$ cat src/hdl/lsrc_cfg.svh
// Constants of the lock-step redundancy checker.
`ifndef LSRC_CFG_SVH
`define LSRC_CFG_SVH
`define LSRC_PORT_W 100
`define LSRC_NUM_PT 3
`define LSRC_PT_PERIPH 0
`define LSRC_PT_FLASH 1
`define LSRC_PT_SRAM 2
`define LSRC_NUM_SRC 3
`define LSRC_SRC_CORE 0
`define LSRC_SRC_DMA 1
`define LSRC_SRC_XBAR 2
`define LSRC_BOOT_WAIT 2'h2
`endif

$ cat src/hdl/lsrc_pkg.sv
// Types of the lock-step redundancy checker.
package lsrc_pkg;
	typedef enum logic [2:0] {
		LSRC_ST_BOOT = 3'h1,
		LSRC_ST_LOCK = 3'h2,
		LSRC_ST_DECO = 3'h4
	} lsrc_state_type;
endpackage : lsrc_pkg

$ cat src/hdl/lsrc_cmp.sv
// One output checker comparing a channel pair.
`include "lsrc_cfg.svh"
module lsrc_cmp (
	input wire logic clk_sys_i,
	input wire logic sys_rst_i,
	input wire logic enable_i,
	input wire logic [`LSRC_PORT_W-1:0] chan_a_i,
	input wire logic [`LSRC_PORT_W-1:0] chan_b_i,
	output logic mismatch_o
);
	logic mismatch_q;
	wire differ = (chan_a_i != chan_b_i);
	always_ff @(posedge clk_sys_i) begin
		if (sys_rst_i) begin
			mismatch_q <= 1'b0;
		end else begin
			mismatch_q <= enable_i & differ;
		end
	end
	assign mismatch_o = mismatch_q;
endmodule : lsrc_cmp

$ cat src/hdl/lsrc_top.sv
// Mode control and output comparison of the dual-channel platform.
`include "lsrc_cfg.svh"
module lsrc_top
	import lsrc_pkg::*;
(
	input wire logic clk_sys_i,
	input wire logic sys_rst_i,
	input wire logic por_rst_i,
	input wire logic decoupled_strap_i,
	input wire logic [`LSRC_PORT_W-1:0] ch0_periph_i,
	input wire logic [`LSRC_PORT_W-1:0] ch1_periph_i,
	input wire logic [`LSRC_PORT_W-1:0] ch0_flash_i,
	input wire logic [`LSRC_PORT_W-1:0] ch1_flash_i,
	input wire logic [`LSRC_PORT_W-1:0] ch0_sram_i,
	input wire logic [`LSRC_PORT_W-1:0] ch1_sram_i,
	output logic lock_step_config_o,
	output logic decoupled_parallel_config_o,
	output logic fault_o,
	output logic [`LSRC_NUM_PT-1:0] fault_point_o,
	output logic [`LSRC_NUM_PT-1:0] fault_sticky_o
);
	// ********************
	// Configuration choice
	// ********************
	lsrc_state_type state_q;
	lsrc_state_type state_d;
	logic strap_s1_q;
	logic strap_s2_q;
	logic [`LSRC_NUM_PT-1:0] sticky_q;
	logic [1:0] boot_cnt_q;
	logic [1:0] boot_cnt_d;
	wire boot_done = (boot_cnt_q == `LSRC_BOOT_WAIT);
	wire any_rst = sys_rst_i | por_rst_i;
	wire checks_on = (state_q == LSRC_ST_LOCK);
	always_ff @(posedge clk_sys_i) begin
		if (por_rst_i) begin
			strap_s1_q <= 1'b0;
			strap_s2_q <= 1'b0;
		end else begin
			strap_s1_q <= decoupled_strap_i;
			strap_s2_q <= strap_s1_q;
		end
	end
	// ********************
	// Boot wait
	// ********************
	// Waits until the strap has passed both synchroniser stages.
	assign boot_cnt_d = boot_done ? boot_cnt_q : boot_cnt_q + 2'h1;
	always_ff @(posedge clk_sys_i) begin
		if (por_rst_i) begin
			boot_cnt_q <= 2'h0;
		end else begin
			boot_cnt_q <= boot_cnt_d;
		end
	end
	// ********************
	// Mode decision
	// ********************
	// Maps the synchronised strap level onto the chosen configuration.
	function automatic lsrc_state_type pick_mode(input logic strap);
		pick_mode = strap ? LSRC_ST_DECO : LSRC_ST_LOCK;
	endfunction : pick_mode
	always_comb begin
		state_d = state_q;
		unique case (state_q)
			LSRC_ST_BOOT: state_d = boot_done ? pick_mode(strap_s2_q)
				: LSRC_ST_BOOT;
			LSRC_ST_LOCK: state_d = LSRC_ST_LOCK;
			LSRC_ST_DECO: state_d = LSRC_ST_DECO;
			default: state_d = LSRC_ST_BOOT;
		endcase
	end
	// Only power-on reset touches the choice; sys_rst_i does not.
	always_ff @(posedge clk_sys_i) begin
		if (por_rst_i) begin
			state_q <= LSRC_ST_BOOT;
		end else begin
			state_q <= state_d;
		end
	end
	assign lock_step_config_o = checks_on;
	assign decoupled_parallel_config_o = (state_q == LSRC_ST_DECO);
	// ********************
	// Output checkers
	// ********************
	// Core, DMA and crossbar traffic all leaves through these three ports.
	logic [`LSRC_NUM_PT-1:0] mis;
	lsrc_cmp u_cmp_periph (
		.clk_sys_i(clk_sys_i),
		.sys_rst_i(any_rst),
		.enable_i(checks_on),
		.chan_a_i(ch0_periph_i),
		.chan_b_i(ch1_periph_i),
		.mismatch_o(mis[`LSRC_PT_PERIPH])
	);
	lsrc_cmp u_cmp_flash (
		.clk_sys_i(clk_sys_i),
		.sys_rst_i(any_rst),
		.enable_i(checks_on),
		.chan_a_i(ch0_flash_i),
		.chan_b_i(ch1_flash_i),
		.mismatch_o(mis[`LSRC_PT_FLASH])
	);
	lsrc_cmp u_cmp_sram (
		.clk_sys_i(clk_sys_i),
		.sys_rst_i(any_rst),
		.enable_i(checks_on),
		.chan_a_i(ch0_sram_i),
		.chan_b_i(ch1_sram_i),
		.mismatch_o(mis[`LSRC_PT_SRAM])
	);
	// ********************
	// Fault reporting
	// ********************
	always_ff @(posedge clk_sys_i) begin
		if (any_rst) begin
			sticky_q <= '0;
		end else begin
			sticky_q <= sticky_q | mis;
		end
	end
	assign fault_point_o = mis;
	assign fault_o = |mis;
	assign fault_sticky_o = sticky_q;
	// ********************
	// Assertions
	// ********************
	AST_MODE_FROZEN: assert property (
		@(posedge clk_sys_i) disable iff (por_rst_i)
		(state_q != LSRC_ST_BOOT) |=> $stable(state_q))
		else $error("configuration changed without power-on reset");
	AST_SYSRST_KEEPS: assert property (
		@(posedge clk_sys_i) disable iff (por_rst_i)
		(sys_rst_i && state_q == LSRC_ST_LOCK) |=> state_q == LSRC_ST_LOCK)
		else $error("system reset altered configuration");
	AST_CHECK_PERIPH: assert property (@(posedge clk_sys_i)
		disable iff (sys_rst_i | por_rst_i)
		(checks_on && ch0_periph_i != ch1_periph_i)
		|=> fault_point_o[`LSRC_PT_PERIPH])
		else $error("peripheral mismatch not flagged");
	AST_CHECK_FLASH: assert property (@(posedge clk_sys_i)
		disable iff (sys_rst_i | por_rst_i)
		(checks_on && ch0_flash_i != ch1_flash_i)
		|=> fault_point_o[`LSRC_PT_FLASH])
		else $error("flash mismatch not flagged");
	AST_CHECK_SRAM: assert property (@(posedge clk_sys_i)
		disable iff (sys_rst_i | por_rst_i)
		(checks_on && ch0_sram_i != ch1_sram_i)
		|=> fault_point_o[`LSRC_PT_SRAM])
		else $error("sram mismatch not flagged");
	AST_DECO_QUIET: assert property (@(posedge clk_sys_i)
		disable iff (sys_rst_i | por_rst_i)
		(state_q == LSRC_ST_DECO) [*2] |-> !fault_o)
		else $error("fault raised in decoupled configuration");
	AST_NO_FALSE: assert property (@(posedge clk_sys_i)
		disable iff (sys_rst_i | por_rst_i)
		(ch0_periph_i == ch1_periph_i && ch0_flash_i == ch1_flash_i
		&& ch0_sram_i == ch1_sram_i) |=> !fault_o)
		else $error("fault raised without mismatch");
	AST_STICKY: assert property (@(posedge clk_sys_i)
		disable iff (sys_rst_i | por_rst_i)
		fault_o |=> fault_sticky_o == ($past(fault_sticky_o) | $past(mis)))
		else $error("fault not latched");
	AST_BOOT_HOLD: assert property (@(posedge clk_sys_i)
		disable iff (por_rst_i)
		(state_q == LSRC_ST_BOOT && !boot_done) |=> state_q == LSRC_ST_BOOT)
		else $error("configuration chosen before strap settled");
	AST_MODE_PICK: assert property (@(posedge clk_sys_i)
		disable iff (por_rst_i)
		(state_q == LSRC_ST_BOOT && boot_done)
		|=> decoupled_parallel_config_o == $past(strap_s2_q))
		else $error("configuration does not follow strap");
	AST_ONE_MODE: assert property (@(posedge clk_sys_i)
		!(lock_step_config_o && decoupled_parallel_config_o))
		else $error("both configurations active");
	AST_POR_CLEARS: assert property (@(posedge clk_sys_i)
		por_rst_i |=> (fault_sticky_o == '0 && fault_point_o == '0
		&& !lock_step_config_o && !decoupled_parallel_config_o))
		else $error("power-on reset left state behind");
	AST_DECO_KEEPS: assert property (@(posedge clk_sys_i)
		disable iff (por_rst_i)
		(sys_rst_i && state_q == LSRC_ST_DECO) |=> state_q == LSRC_ST_DECO)
		else $error("system reset altered decoupled configuration");
	AST_SYSRST_CLEARS: assert property (@(posedge clk_sys_i)
		sys_rst_i |=> (fault_sticky_o == '0 && fault_point_o == '0))
		else $error("system reset left faults behind");
	AST_STICKY_HOLD: assert property (@(posedge clk_sys_i)
		disable iff (sys_rst_i | por_rst_i)
		1'b1 |=> (fault_sticky_o & $past(fault_sticky_o))
		== $past(fault_sticky_o))
		else $error("latched fault lost");
	AST_DECO_CLEAN: assert property (@(posedge clk_sys_i)
		disable iff (sys_rst_i | por_rst_i)
		(state_q == LSRC_ST_DECO) [*2] |-> fault_sticky_o == '0)
		else $error("fault latched in decoupled configuration");
	AST_BOOT_QUIET: assert property (@(posedge clk_sys_i)
		disable iff (sys_rst_i | por_rst_i)
		(state_q == LSRC_ST_BOOT) |=> !fault_o)
		else $error("fault raised before configuration chosen");
	AST_ANY_FLAG: assert property (@(posedge clk_sys_i)
		disable iff (sys_rst_i | por_rst_i)
		(checks_on && (ch0_periph_i != ch1_periph_i
		|| ch0_flash_i != ch1_flash_i || ch0_sram_i != ch1_sram_i))
		|=> fault_o)
		else $error("mismatch did not raise fault");
endmodule : lsrc_top
$ cat config.mk
export PLATFORM = sky130hd
export DESIGN_NAME = lsrc_top
export DESIGN_NICKNAME = d
export VERILOG_FILES = /design/src/hdl/lsrc_pkg.sv /design/src/hdl/lsrc_cmp.sv /design/src/hdl/lsrc_top.sv
export VERILOG_INCLUDE_DIRS = /design/src /design/src/hdl
export SDC_FILE = /design/constraint.sdc
export NUM_CORES = 1
export LEC_CHECK = 0
export BUFFER_PORTS_ARGS = -buffer_cell sky130_fd_sc_hd__clkbuf_2
export CAP_MARGIN = 20
export CORE_AREA = 3 3 234 236
export CTS_BUF_LIST = sky130_fd_sc_hd__clkbuf_16
export CTS_CLUSTER_DIAMETER = 100
export DETAILED_ROUTE_END_ITERATION = 10
export DIE_AREA = 0 0 237 239
export PLACE_DENSITY_LB_ADDON = 0.05
export SLEW_MARGIN = 20
export SYNTH_ARGS = -nofsm -noshare
export SYNTH_HDL_FRONTEND = slang
export SYNTH_SLANG_ARGS = --single-unit
$ cat constraint.sdc
create_clock -name clk_sys_i -period 1.6 [get_ports clk_sys_i]
set_input_delay 0.4 -clock clk_sys_i [delete_from_list [all_inputs] [get_ports clk_sys_i]]
set_output_delay 0.4 -clock clk_sys_i [all_outputs]
set_load 0.02 [all_outputs]
Word-level counts from Yosys, hierarchy flattened:

Cells that the tools add are included.

* word-level logic and storage cells: 25
* register bits after elaboration: 13
* bits of input ports: 604

* reductions and logical operators: 1
* eq/ne operators: 7
* bitwise gates (word level): 5
* muxes and demuxes: 3
* $add $sub $neg: 1

Operators by type and width (number)
* $ne 100x100->1: 3
* $pmux 3 s3: 1
* $mux 3: 2
* $and 1x1->1: 3
* $eq 3x1->1 const B: 1
* $eq 3x2->1 const B: 1
* $eq 3x3->1 const B: 1
* $or 3x3->3: 1
* $reduce_or 3->1: 1
* $add 2x1->2 const B: 1
* $eq 2x2->1 const B: 1
* $or 1x1->1: 1

Depth between registers and ports, before layout:

Gate-level depths: netlist of the first run.

* depth in word-level cells: 3
* gate-level depth with buffers: 5

Cells and area by module:

A second synthesis of the first run with hierarchy kept.

* cell total of the unflattened synthesis: 445
* area, all modules: 3713.6 µm²

Modules (own cells, without submodules)
* lsrc_cmp: cells each 136, sequential area each 20.0 µm², area each 1112.3 µm², times used 3
* lsrc_top: cells each 37, sequential area each 200.2 µm², area each 376.6 µm², times used 1

Worst setup path before layout of the first run:

No wires, ideal clock.

* path type: in2reg
* start: input ch1_flash_i[59]
* end: register u_cmp_flash.mismatch_q (netlist: u_cmp_flash.mismatch_o)
* required time: 1.469 ns
* arrival: 1.260 ns
* stages: 5
* path slack: 0.209 ns
* path buffers: 0
* cell sequence: xor2_1 nor4_1 nand4_1 nor4_1 a31oi_1

* cells in the longest elaborated chain, start to end: 2

Ends and longest elaborated chain
* start: declaration: line lsrc_top.sv:13 `` input wire logic [`LSRC_PORT_W-1:0] ch1_flash_i, ``
* $ne 100x100->1: line lsrc_cmp.sv:12 `wire differ = (chan_a_i != chan_b_i);`
* $and 1x1->1: line lsrc_cmp.sv:17 `mismatch_q <= enable_i & differ;`
* end signal: assignment: line lsrc_cmp.sv:17
* end: declaration: line lsrc_cmp.sv:11 `logic mismatch_q;`

Every way passes these cells.
A chain may end at the register's enable or synchronous reset.

Worst setup path after layout of the first run:

* start: input ch0_sram_i[87]
* end: register u_cmp_sram.mismatch_q (netlist: u_cmp_sram.mismatch_o)

* cells in the longest elaborated chain, start to end: 2

Ends and longest elaborated chain
* start: declaration: line lsrc_top.sv:14 `` input wire logic [`LSRC_PORT_W-1:0] ch0_sram_i, ``
* $ne 100x100->1: line lsrc_cmp.sv:12
* $and 1x1->1: line lsrc_cmp.sv:17
* end signal: assignment: line lsrc_cmp.sv:17
* end: declaration: line lsrc_cmp.sv:11

Every way passes these cells.

==> qor.yml, run 1 <==
min_path:
  hold_class: "in -> reg"
detailed_routing:
  drt_iter0_markers: 61
  ant_nets: 0
  wl_um: 27800
  vias: 5365
  drc: 0
  dr_wl_met2_um: 16600
  wl_per_cell_um: 15.7
  dr.pass1.iters: 4
  drt-met1-wl_um: 9210
  viasPerCell: 3.04
  wl_met3_um: 1800
  routed.top_layer: "met4"
floorplan:
  fp-row-count: 84
  start_util_pct: 7.04
  die_w_um: 237
  io_pins: 613
  coreArea_um2: 52700
  die_area_um2: 56600
  die_h_um: 239
logic_synthesis:
  synthCells: 444
  yosys.area.top_type: "xor2_1"
  synth.top_cell.area_share_pct: 51.3
  avgSynthCellArea_um2: 8.35
  synth_most_common_cell: "xor2_1"
  synth_nets: 1049
  synth_seq_cells: 13
  async_flop_share_pct: 0
  ys_seq_area_share_pct: 7.02
  synth_cell_types: 22
  netlist_top_cells_area: "xor2_1, xnor2_1, nor4_1"
  netlist_area_um2: 3710
  synth-warning-count: 0
  yosys-top-cells-count: "xor2_1, xnor2_1, nor4_1, nand4_1, dfxtp_1"
  synth_edf_count: 0
  synth_ff_type: "dfxtp_1"
run_status:
  violations: "negative setup slack"
  status: "complete, but fails checks"
clock_tree:
  htreeDepth: 1
  clockRootBuffer: "clkbuf_16"
  postCtsSetupRepairBufs: 0
  cts_buffers: 3
  clkLatencyLatePin_ps: 260
  cts_hold_buf: 0
  clk_pin_slew_worst_paths_ps: 60
  cts_buffer_depth: 2
  cts_sinks: 13
  cts_tree: "built"
job:
  drv_cap: 0
sta:
  hold_viol: 0
  setup_viol: 3
  tightest_slew_ps: 465
  clock_skew_ps: 17.0
  report.final.slew_viol_count: 0
  period_minus_slack_ps: 1680
  fin_crit_sh_pct: 105
  setup_slack_ps: -77.8
  rsz0062_at_grt: "yes"
  timing.fmax_mhz: 596
  maxSlewHeadroom_pct: 68.7
pwr:
  ir_drop_mv: 0.334
  leakage_nw: 4.06
  finalPower_mw: 2.64
  power.density_nw_per_um2: 332
global_route:
  grt_max_degree: 8
  overflow: 0
  grt_pass1_wl_um: 37500
  grt_usage_pct: 9.09
  antenna_found_initial: 1
  grt_pass1_vias: 6025
worst_setup_path:
  cp_data_required_time_ps: 1730
  rrSetupSlack_ps: 390
  start_kind: "input port"
  crit_type: "in -> reg"
  endpoint_kind: "flop"
  worstPathMaxFanout: 1
  cp.arrival_ps: 1810
layout:
  fin_util_pct: 15.1
  drive_gt1_share_pct: 60.9
  fin_nets: 1683
  area_delta_synth_final_pct: 115
  fill_cells: 6130
placement:
  portBuffers: 612
  place_congestion: 0.731
  dp_hpwl_um: 27000
==> layout by cell type (no fill, tap or decap), drive strengths merged <==
master | synthesis | routed
clkbuf | 0 | 614
xor2 | 217 | 217
xnor2 | 84 | 84
nor4 | 63 | 63
nand4 | 33 | 33
buf | 3 | 21
dfxtp | 13 | 13
nor2 | 6 | 6
o21a | 4 | 4
nand2 | 4 | 4
a31oi | 3 | 3
inv | 1 | 2
nand2b | 2 | 2
a21oi | 2 | 2
nor2b | 2 | 2
diode | 0 | 1
or3 | 1 | 1
nand3b | 1 | 1
nor3 | 1 | 1
o21bai | 1 | 1
nand4b | 1 | 1
a211oi | 1 | 1
ha | 1 | 1
==> path summary, 6_finish.rpt <==
path,from,end,cells past startpoint
setup reg to reg,state_q[0],u_cmp_sram.mismatch_o,4
setup / recovery,ch0_sram_i[87],u_cmp_sram.mismatch_o,8
hold reg to reg,strap_s1_q,strap_s2_q,1
hold / removal,decoupled_strap_i,strap_s1_q,2
==> worst max-delay path, stage by stage <==
cell and delay [ps]:
clkbuf_2 80, xor2_1 160, nor4_2 270, buf_4 160
nand4_1 190, nor4_2 310, buf_4 160, a31oi_1 80
==> registers in the layout, indices dropped and copies added, names as in the netlist <==
register,cells
fault_sticky_o,3
state_q,3
boot_cnt_q,2
strap_s1_q,1
strap_s2_q,1
u_cmp_flash.mismatch_o,1
u_cmp_periph.mismatch_o,1
u_cmp_sram.mismatch_o,1
==> stage by stage <==
| step | hold WS, ps | cell area (um2) | setup WS, ps | setup TNS (ps) | instances |
|---|---|---|---|---|---|
| after floorplan | 414 | 3710 | 209 | 0 | 444 |
| after global placement | 428 | 7760 | -641 | -1600 | 1761 |
| after detailed placement | 429 | 7760 | -597 | -1550 | 1761 |
| after CTS | 406 | 7900 | -157 | -330 | 1765 |
| after global routing | 437 | 7960 | -158 | -428 | 1766 |
| final | 413 | 7960 | -77.8 | -115 | 1766 |
==> cell type report <==
type | instances | area, um2 | share of cell area, %
Clock inverter | 1 | 3.75 | 0.0471
Multi-Input combinational cell | 427 | 3540 | 44.5
Antenna cell | 1 | 2.50 | 0.0314
Tap cell | 688 | 861 | 10.8
Timing Repair Buffer | 632 | 3220 | 40.4
Sequential cell | 13 | 262 | 3.28
Inverter | 1 | 3.75 | 0.0471
Clock buffer | 3 | 75.1 | 0.943
==> timing repair <==
item,CTS,global route
pin swaps,2,0
endpoints found under the setup margin,4,5
gates resized for setup,11,11
cloned,0,0
==> per-layer routing <==
| metal | vias up | global-route usage, % |
|---|---|---|
| met4 | 0 | 0.660 |
| met2 | 232 | 19.5 |
| met3 | 10 | 2.13 |
| met5 | - | 0 |
| met1 | 2312 | 9.01 |
| li1 | 2811 | - |
==> kinds of logic after synthesis <==
group	Yosys count	synth area share, %
flops	13	7.02
simple gates	114	18.8
compound gates	11	1.99
fa+ha+maj	1	0.337
xor+xnor	301	71.1
buf+inv	4	0.709
==> where the power goes <==
part	leakage [nW]	internal, mW	switching, mW	total (mW)
combinational	3.91	1.01	0.726	1.73
clock	0.0423	0.332	0.187	0.519
sequential	0.106	0.364	0.0261	0.390
total	4.06	1.70	0.938	2.64
Power figures use the tool's default switching activity.
==> run 2, diff against run 1 <==
- ABC_AREA: not set -> 1
- CORE_AREA: 3 3 234 236 -> 3 3 239 241
- DIE_AREA: 0 0 237 239 -> 0 0 242 244
==> qor.yml, run 2 <==
layout:
  fin_util_pct: 18.2
  layout_common_cells: "clkbuf_2, nand2_1, inv_1"
  multi_input_area_um2: 4310
  mostFrequentLayoutCell: "clkbuf_2"
  fin_cells: 2686
  final_area_um2: 10000
  area_delta_synth_final_pct: 70.8
  fin_nets: 2539
  regArea_um2: 260
  drive_gt1_share_pct: 32.9
  fill_cells: 6570
logic_synthesis:
  yosys.area.top_type: "nand2_1"
  synth_nets: 1917
  async_flop_share_pct: 0
  ys_seq_area_share_pct: 4.44
  netlist_top_cells_area: "nand2_1, inv_1, xnor2_1"
  synth_most_common_cell: "nand2_1"
  synth_ff_type: "dfxtp_1"
  avgSynthCellArea_um2: 4.47
  synthCells: 1312
  synth-warning-count: 0
  synth_cell_types: 20
  netlist_area_um2: 5870
  yosys-top-cells-count: "nand2_1, inv_1, nor2_1, xnor2_1, dfxtp_1"
  synth.top_cell.area_share_pct: 38.5
  synth_seq_cells: 13
  synth_edf_count: 0
clock_tree:
  postCtsSetupRepairBufs: 0
  cts_buffer_depth: 2
  clk_pin_slew_worst_paths_ps: 50
  cts_tree: "built"
  htreeDepth: 1
  cts_sinks: 13
  clkLatencyLatePin_ps: 240
  clockRootBuffer: "clkbuf_16"
  cts_buffers: 3
detailed_routing:
  drc: 0
  vias: 8622
  viasPerCell: 3.21
  wl_per_cell_um: 12.5
  drt_iter0_markers: 203
  ant_nets: 0
  wl_um: 33500
  dr.pass1.iters: 6
floorplan:
  start_util_pct: 10.6
  coreArea_um2: 55100
  die_w_um: 242
  die_h_um: 244
  die_area_um2: 59000
  io_pins: 613
  fp-row-count: 86
pwr:
  p_seq_share_pct: 13.1
  p_int_mw: 1.78
  leakage_nw: 6.74
  swShare_pct: 39.2
  ir_drop_mv: 0.298
  power_frac_comb_pct: 70.8
  p_switching_mw: 1.15
  p_clk_share_pct: 16.1
  finalPower_mw: 2.93
  power.density_nw_per_um2: 292
sta:
  hold_viol: 0
  timing.fmax_mhz: 652
  setup_viol: 0
  fin_setup_tns_ps: 0
  period_minus_slack_ps: 1530
  fin_crit_sh_pct: 95.9
  maxSlewHeadroom_pct: 82.4
  tightest_slew_ps: 262
  rsz0062_at_grt: "no"
  report.final.slew_viol_count: 0
  clock_skew_ps: 2.77
run_status:
  status: "finished, final reports clean"
global_route:
  overflow: 0
  grt_usage_pct: 10.9
  grt_max_degree: 8
  grt_pass1_vias: 8743
  grt_pass1_wl_um: 49100
  antenna_found_initial: 6
min_path:
  hold_class: "in -> reg"
worst_setup_path:
  cp.arrival_ps: 1130
  crit_type: "reg -> out"
  cp_data_required_time_ps: 1200
  endpoint_kind: "primary output"
  worstPathMaxFanout: 3
  start_kind: "flop"
placement:
  dpl.cell_count: 2677
  place_congestion: 0.801
  dpl_cell_area_um2: 9900
  dp_hpwl_um: 32700
  portBuffers: 612
job:
  drv_cap: 0
==> run 2: kinds of logic after synthesis <==
kind of cell,after synthesis,share of synthesized area (%)
AND/OR/NAND/NOR,816,53.4
buffers and inverters,349,22.5
XOR/XNOR,126,18.8
flip-flops,13,4.44
AO/OA/AOI/OAI,7,0.640
adder cells (fa/ha/maj),1,0.213
==> run 2: layout make-up <==
| type | instances | area share (%) |
|---|---|---|
| Multi-Input combinational cell | 950 | 43.0 |
| Inverter | 346 | 13.0 |
| Antenna cell | 5 | 0.125 |
| Sequential cell | 13 | 2.60 |
| Clock buffer | 3 | 0.749 |
| Tap cell | 748 | 9.34 |
| Clock inverter | 1 | 0.0375 |
| Timing Repair Buffer | 620 | 31.2 |
==> run 2: worst paths after layout <==
kind / start / end / slack, ps / cells after the start
min reg2reg: strap_s1_q / strap_s2_q / 410 / 2
max reg2reg: state_q[1] / u_cmp_flash.mismatch_o / 600 / 4
min: decoupled_strap_i / strap_s1_q / 360 / 3
max: u_cmp_periph.mismatch_o / fault_o / 70 / 2
==> run 2: worst max-delay path: stages (launching register included) <==
cell	delay, ps
dfxtp_1	350
or3_1	360
clkbuf_2	180
==> run 2: what timing repair did <==
| item | in CTS | in global routing |
|---|---|---|
| endpoints found under the setup margin | 1 | 2 |
| gates resized for setup | 2 | 6 |
| pin swaps | 0 | 3 |
| hold buffers | 0 | 0 |
==> run 2: power groups by stage <==
stage / sequential [mW] / combinational [mW] / clock [mW]
finish: 0.383 / 2.07 / 0.470
global route: 0.388 / 2.42 / 0.516
CTS: 0.384 / 2.12 / 0.492
detailed placement: 0.390 / 2.11 / 0
global placement: 0.391 / 2.09 / 0
floorplan: 0.386 / 1.01 / 0
==> run 2: metal layers <==
metal | GRT usage [%] | vias to the layer above | routed length (um)
met4 | 1.40 | 2 | 255
met1 | 10.9 | 3480 | 12100
met5 | 0 | - | 13
met3 | 2.62 | 10 | 2190
met2 | 22.7 | 246 | 18900
li1 | - | 4884 | -
==> run 2: per-stage QoR <==
stage / hold slack, ps / setup slack [ps]
after global routing: 386 / 7.03
final: 361 / 65.5
after floorplan: 388 / 320
after CTS: 362 / 0.112
after global placement: 395 / -304
after detailed placement: 398 / -307
==> run 3, diff against run 2 <==
- PLACE_DENSITY: not set -> 0.34
- PLACE_DENSITY_LB_ADDON: 0.05 -> not set
==> qor.yml, run 3 (synthesized netlist as in run 2, its figures left out) <==
clock_tree:
  cts_buffer_depth: 2
  cts_tree: "built"
  clk_pin_slew_worst_paths_ps: 60
  clockRootBuffer: "clkbuf_16"
  clkLatencyLatePin_ps: 260
  cts_sinks: 13
  cts_hold_buf: 0
  htreeDepth: 1
  cts_buffers: 3
sta:
  rsz0062_at_grt: "no"
  tightest_slew_ps: 579
  clock_skew_ps: 5.07
  fin_crit_sh_pct: 97.3
  period_minus_slack_ps: 1560
  timing.fmax_mhz: 642
  hold_viol: 0
  setup_viol: 0
  setup_slack_ps: 43.3
  maxSlewHeadroom_pct: 61.1
  report.final.slew_viol_count: 0
detailed_routing:
  ant_nets: 0
  drc: 0
  drt_iter0_markers: 201
  wl_um: 32500
  vias: 8711
  dr.pass1.iters: 4
  viasPerCell: 3.24
  wl_per_cell_um: 12.1
global_route:
  antenna_found_initial: 3
  grt_pass1_wl_um: 46600
  overflow: 0
  grt_usage_pct: 10.3
  grt_pass1_vias: 8498
  grt_max_degree: 9
worst_setup_path:
  slowest_delay_ps: 390
  worst_r2r_startpoint: "state_q[1]"
  cp_data_required_time_ps: 1200
  endpoint_kind: "primary output"
  start_kind: "flop"
  cp.arrival_ps: 1160
  worstPathMaxFanout: 3
  path_cells: "or3_4, buf_8"
  crit_type: "reg -> out"
  crit_path_start: "u_cmp_periph.mismatch_o"
  rrSetupSlack_ps: 550
  slowest_stage: "or3_4"
  timing.rr.end: "u_cmp_periph.mismatch_o"
  ff2ff_path_depth: 4
  critPathCapture: "fault_o"
floorplan:
  fp-row-count: 86
  die_w_um: 242
  io_pins: 613
  die_area_um2: 59000
  start_util_pct: 10.6
  die_h_um: 244
  coreArea_um2: 55100
job:
  drv_cap: 0
layout:
  area_delta_synth_final_pct: 71.5
  fin_cells: 2685
  fin_nets: 2540
  layout_common_cells: "clkbuf_2, nand2_1, inv_1"
  drive_gt1_share_pct: 33.2
  fin_util_pct: 18.3
  mostFrequentLayoutCell: "clkbuf_2"
run_status:
  status: "finished, final reports clean"
placement:
  preCtsSetupSlack_ps: -338
  portBuffers: 612
  place_congestion: 0.952
  dp_hpwl_um: 31400
  dpl.cell_count: 2677
pwr:
  ir_drop_mv: 0.264
  power.density_nw_per_um2: 304
  leakage_nw: 6.76
min_path:
  hold_class: "in -> reg"
[run 3: cell types whose count changed in the layout (fill, tap and decap cells not counted), sizes merged]
| cell | before | now |
|---|---|---|
| buf | 8 | 12 |
| clkbuf | 615 | 612 |
| diode | 5 | 3 |
| clkinv | 0 | 1 |
| inv | 347 | 346 |
[run 3: worst min-delay path by stage]
stage | from | endpoint | slack [ps] | cells past startpoint
2_1_floorplan | strap_s1_q | strap_s2_q | 390 | 2
3_3_place_gp | strap_s1_q | strap_s2_q | 400 | 2
3_5_place_dp | strap_s1_q | strap_s2_q | 400 | 2
4_1_cts | decoupled_strap_i | strap_s1_q | 320 | 3
5_1_grt | decoupled_strap_i | strap_s1_q | 330 | 3
6_report | decoupled_strap_i | strap_s1_q | 320 | 3
[run 3: layout make-up]
type,instances,area [um2]
Antenna cell,3,7.51
Inverter,346,1300
Clock inverter,1,5.00
Multi-Input combinational cell,950,4320
Clock buffer,3,75.1
Sequential cell,13,269
Timing Repair Buffer,621,3150
Fill cell,6573,45000
Tap cell,748,936
[run 3: per-layer routing]
metal / up-vias / wire length (um) / track usage (%)
li1: 4893 / - / -
met1: 3548 / 13100 / 11.9
met2: 258 / 17400 / 20.4
met3: 12 / 1790 / 1.91
met4: 0 / 177 / 0.990
met5: - / 0 / 0
[run 3: power breakdown]
group	switching [mW]	internal [mW]	total (mW)
logic	1.04	1.09	2.13
clock network	0.201	0.336	0.537
registers	0.0284	0.359	0.388
[run 3: timing repair]
| action | CTS | global route |
|---|---|---|
| gates resized for setup | 11 | 10 |
| endpoints found under the setup margin | 4 | 5 |
| pin swaps | 1 | 1 |
| hold endpoints to repair | 0 | 0 |
| setup buffers | 0 | 1 |
[run 3: worst max-delay path, delay by kind of cell, from the launching register on]
kind | cells | cell delay [ps]
flip-flops | 1 | 360
buffers and inverters | 1 | 140
AND/OR/NAND/NOR | 1 | 390
[run 3: per-stage QoR]
| stage | setup TNS, ps | hold slack [ps] | area [um2] | total power [mW] |
|---|---|---|---|---|
| 6_report | 0 | 325 | 10100 | 3.06 |
| 5_1_grt | 0 | 328 | 10100 | 3.43 |
| 4_1_cts | -1.94 | 315 | 10000 | 3.13 |
| 3_5_place_dp | -830 | 403 | 9900 | 2.54 |
| 3_3_place_gp | -874 | 396 | 9900 | 2.51 |
| 2_1_floorplan | 0 | 388 | 5870 | 1.40 |
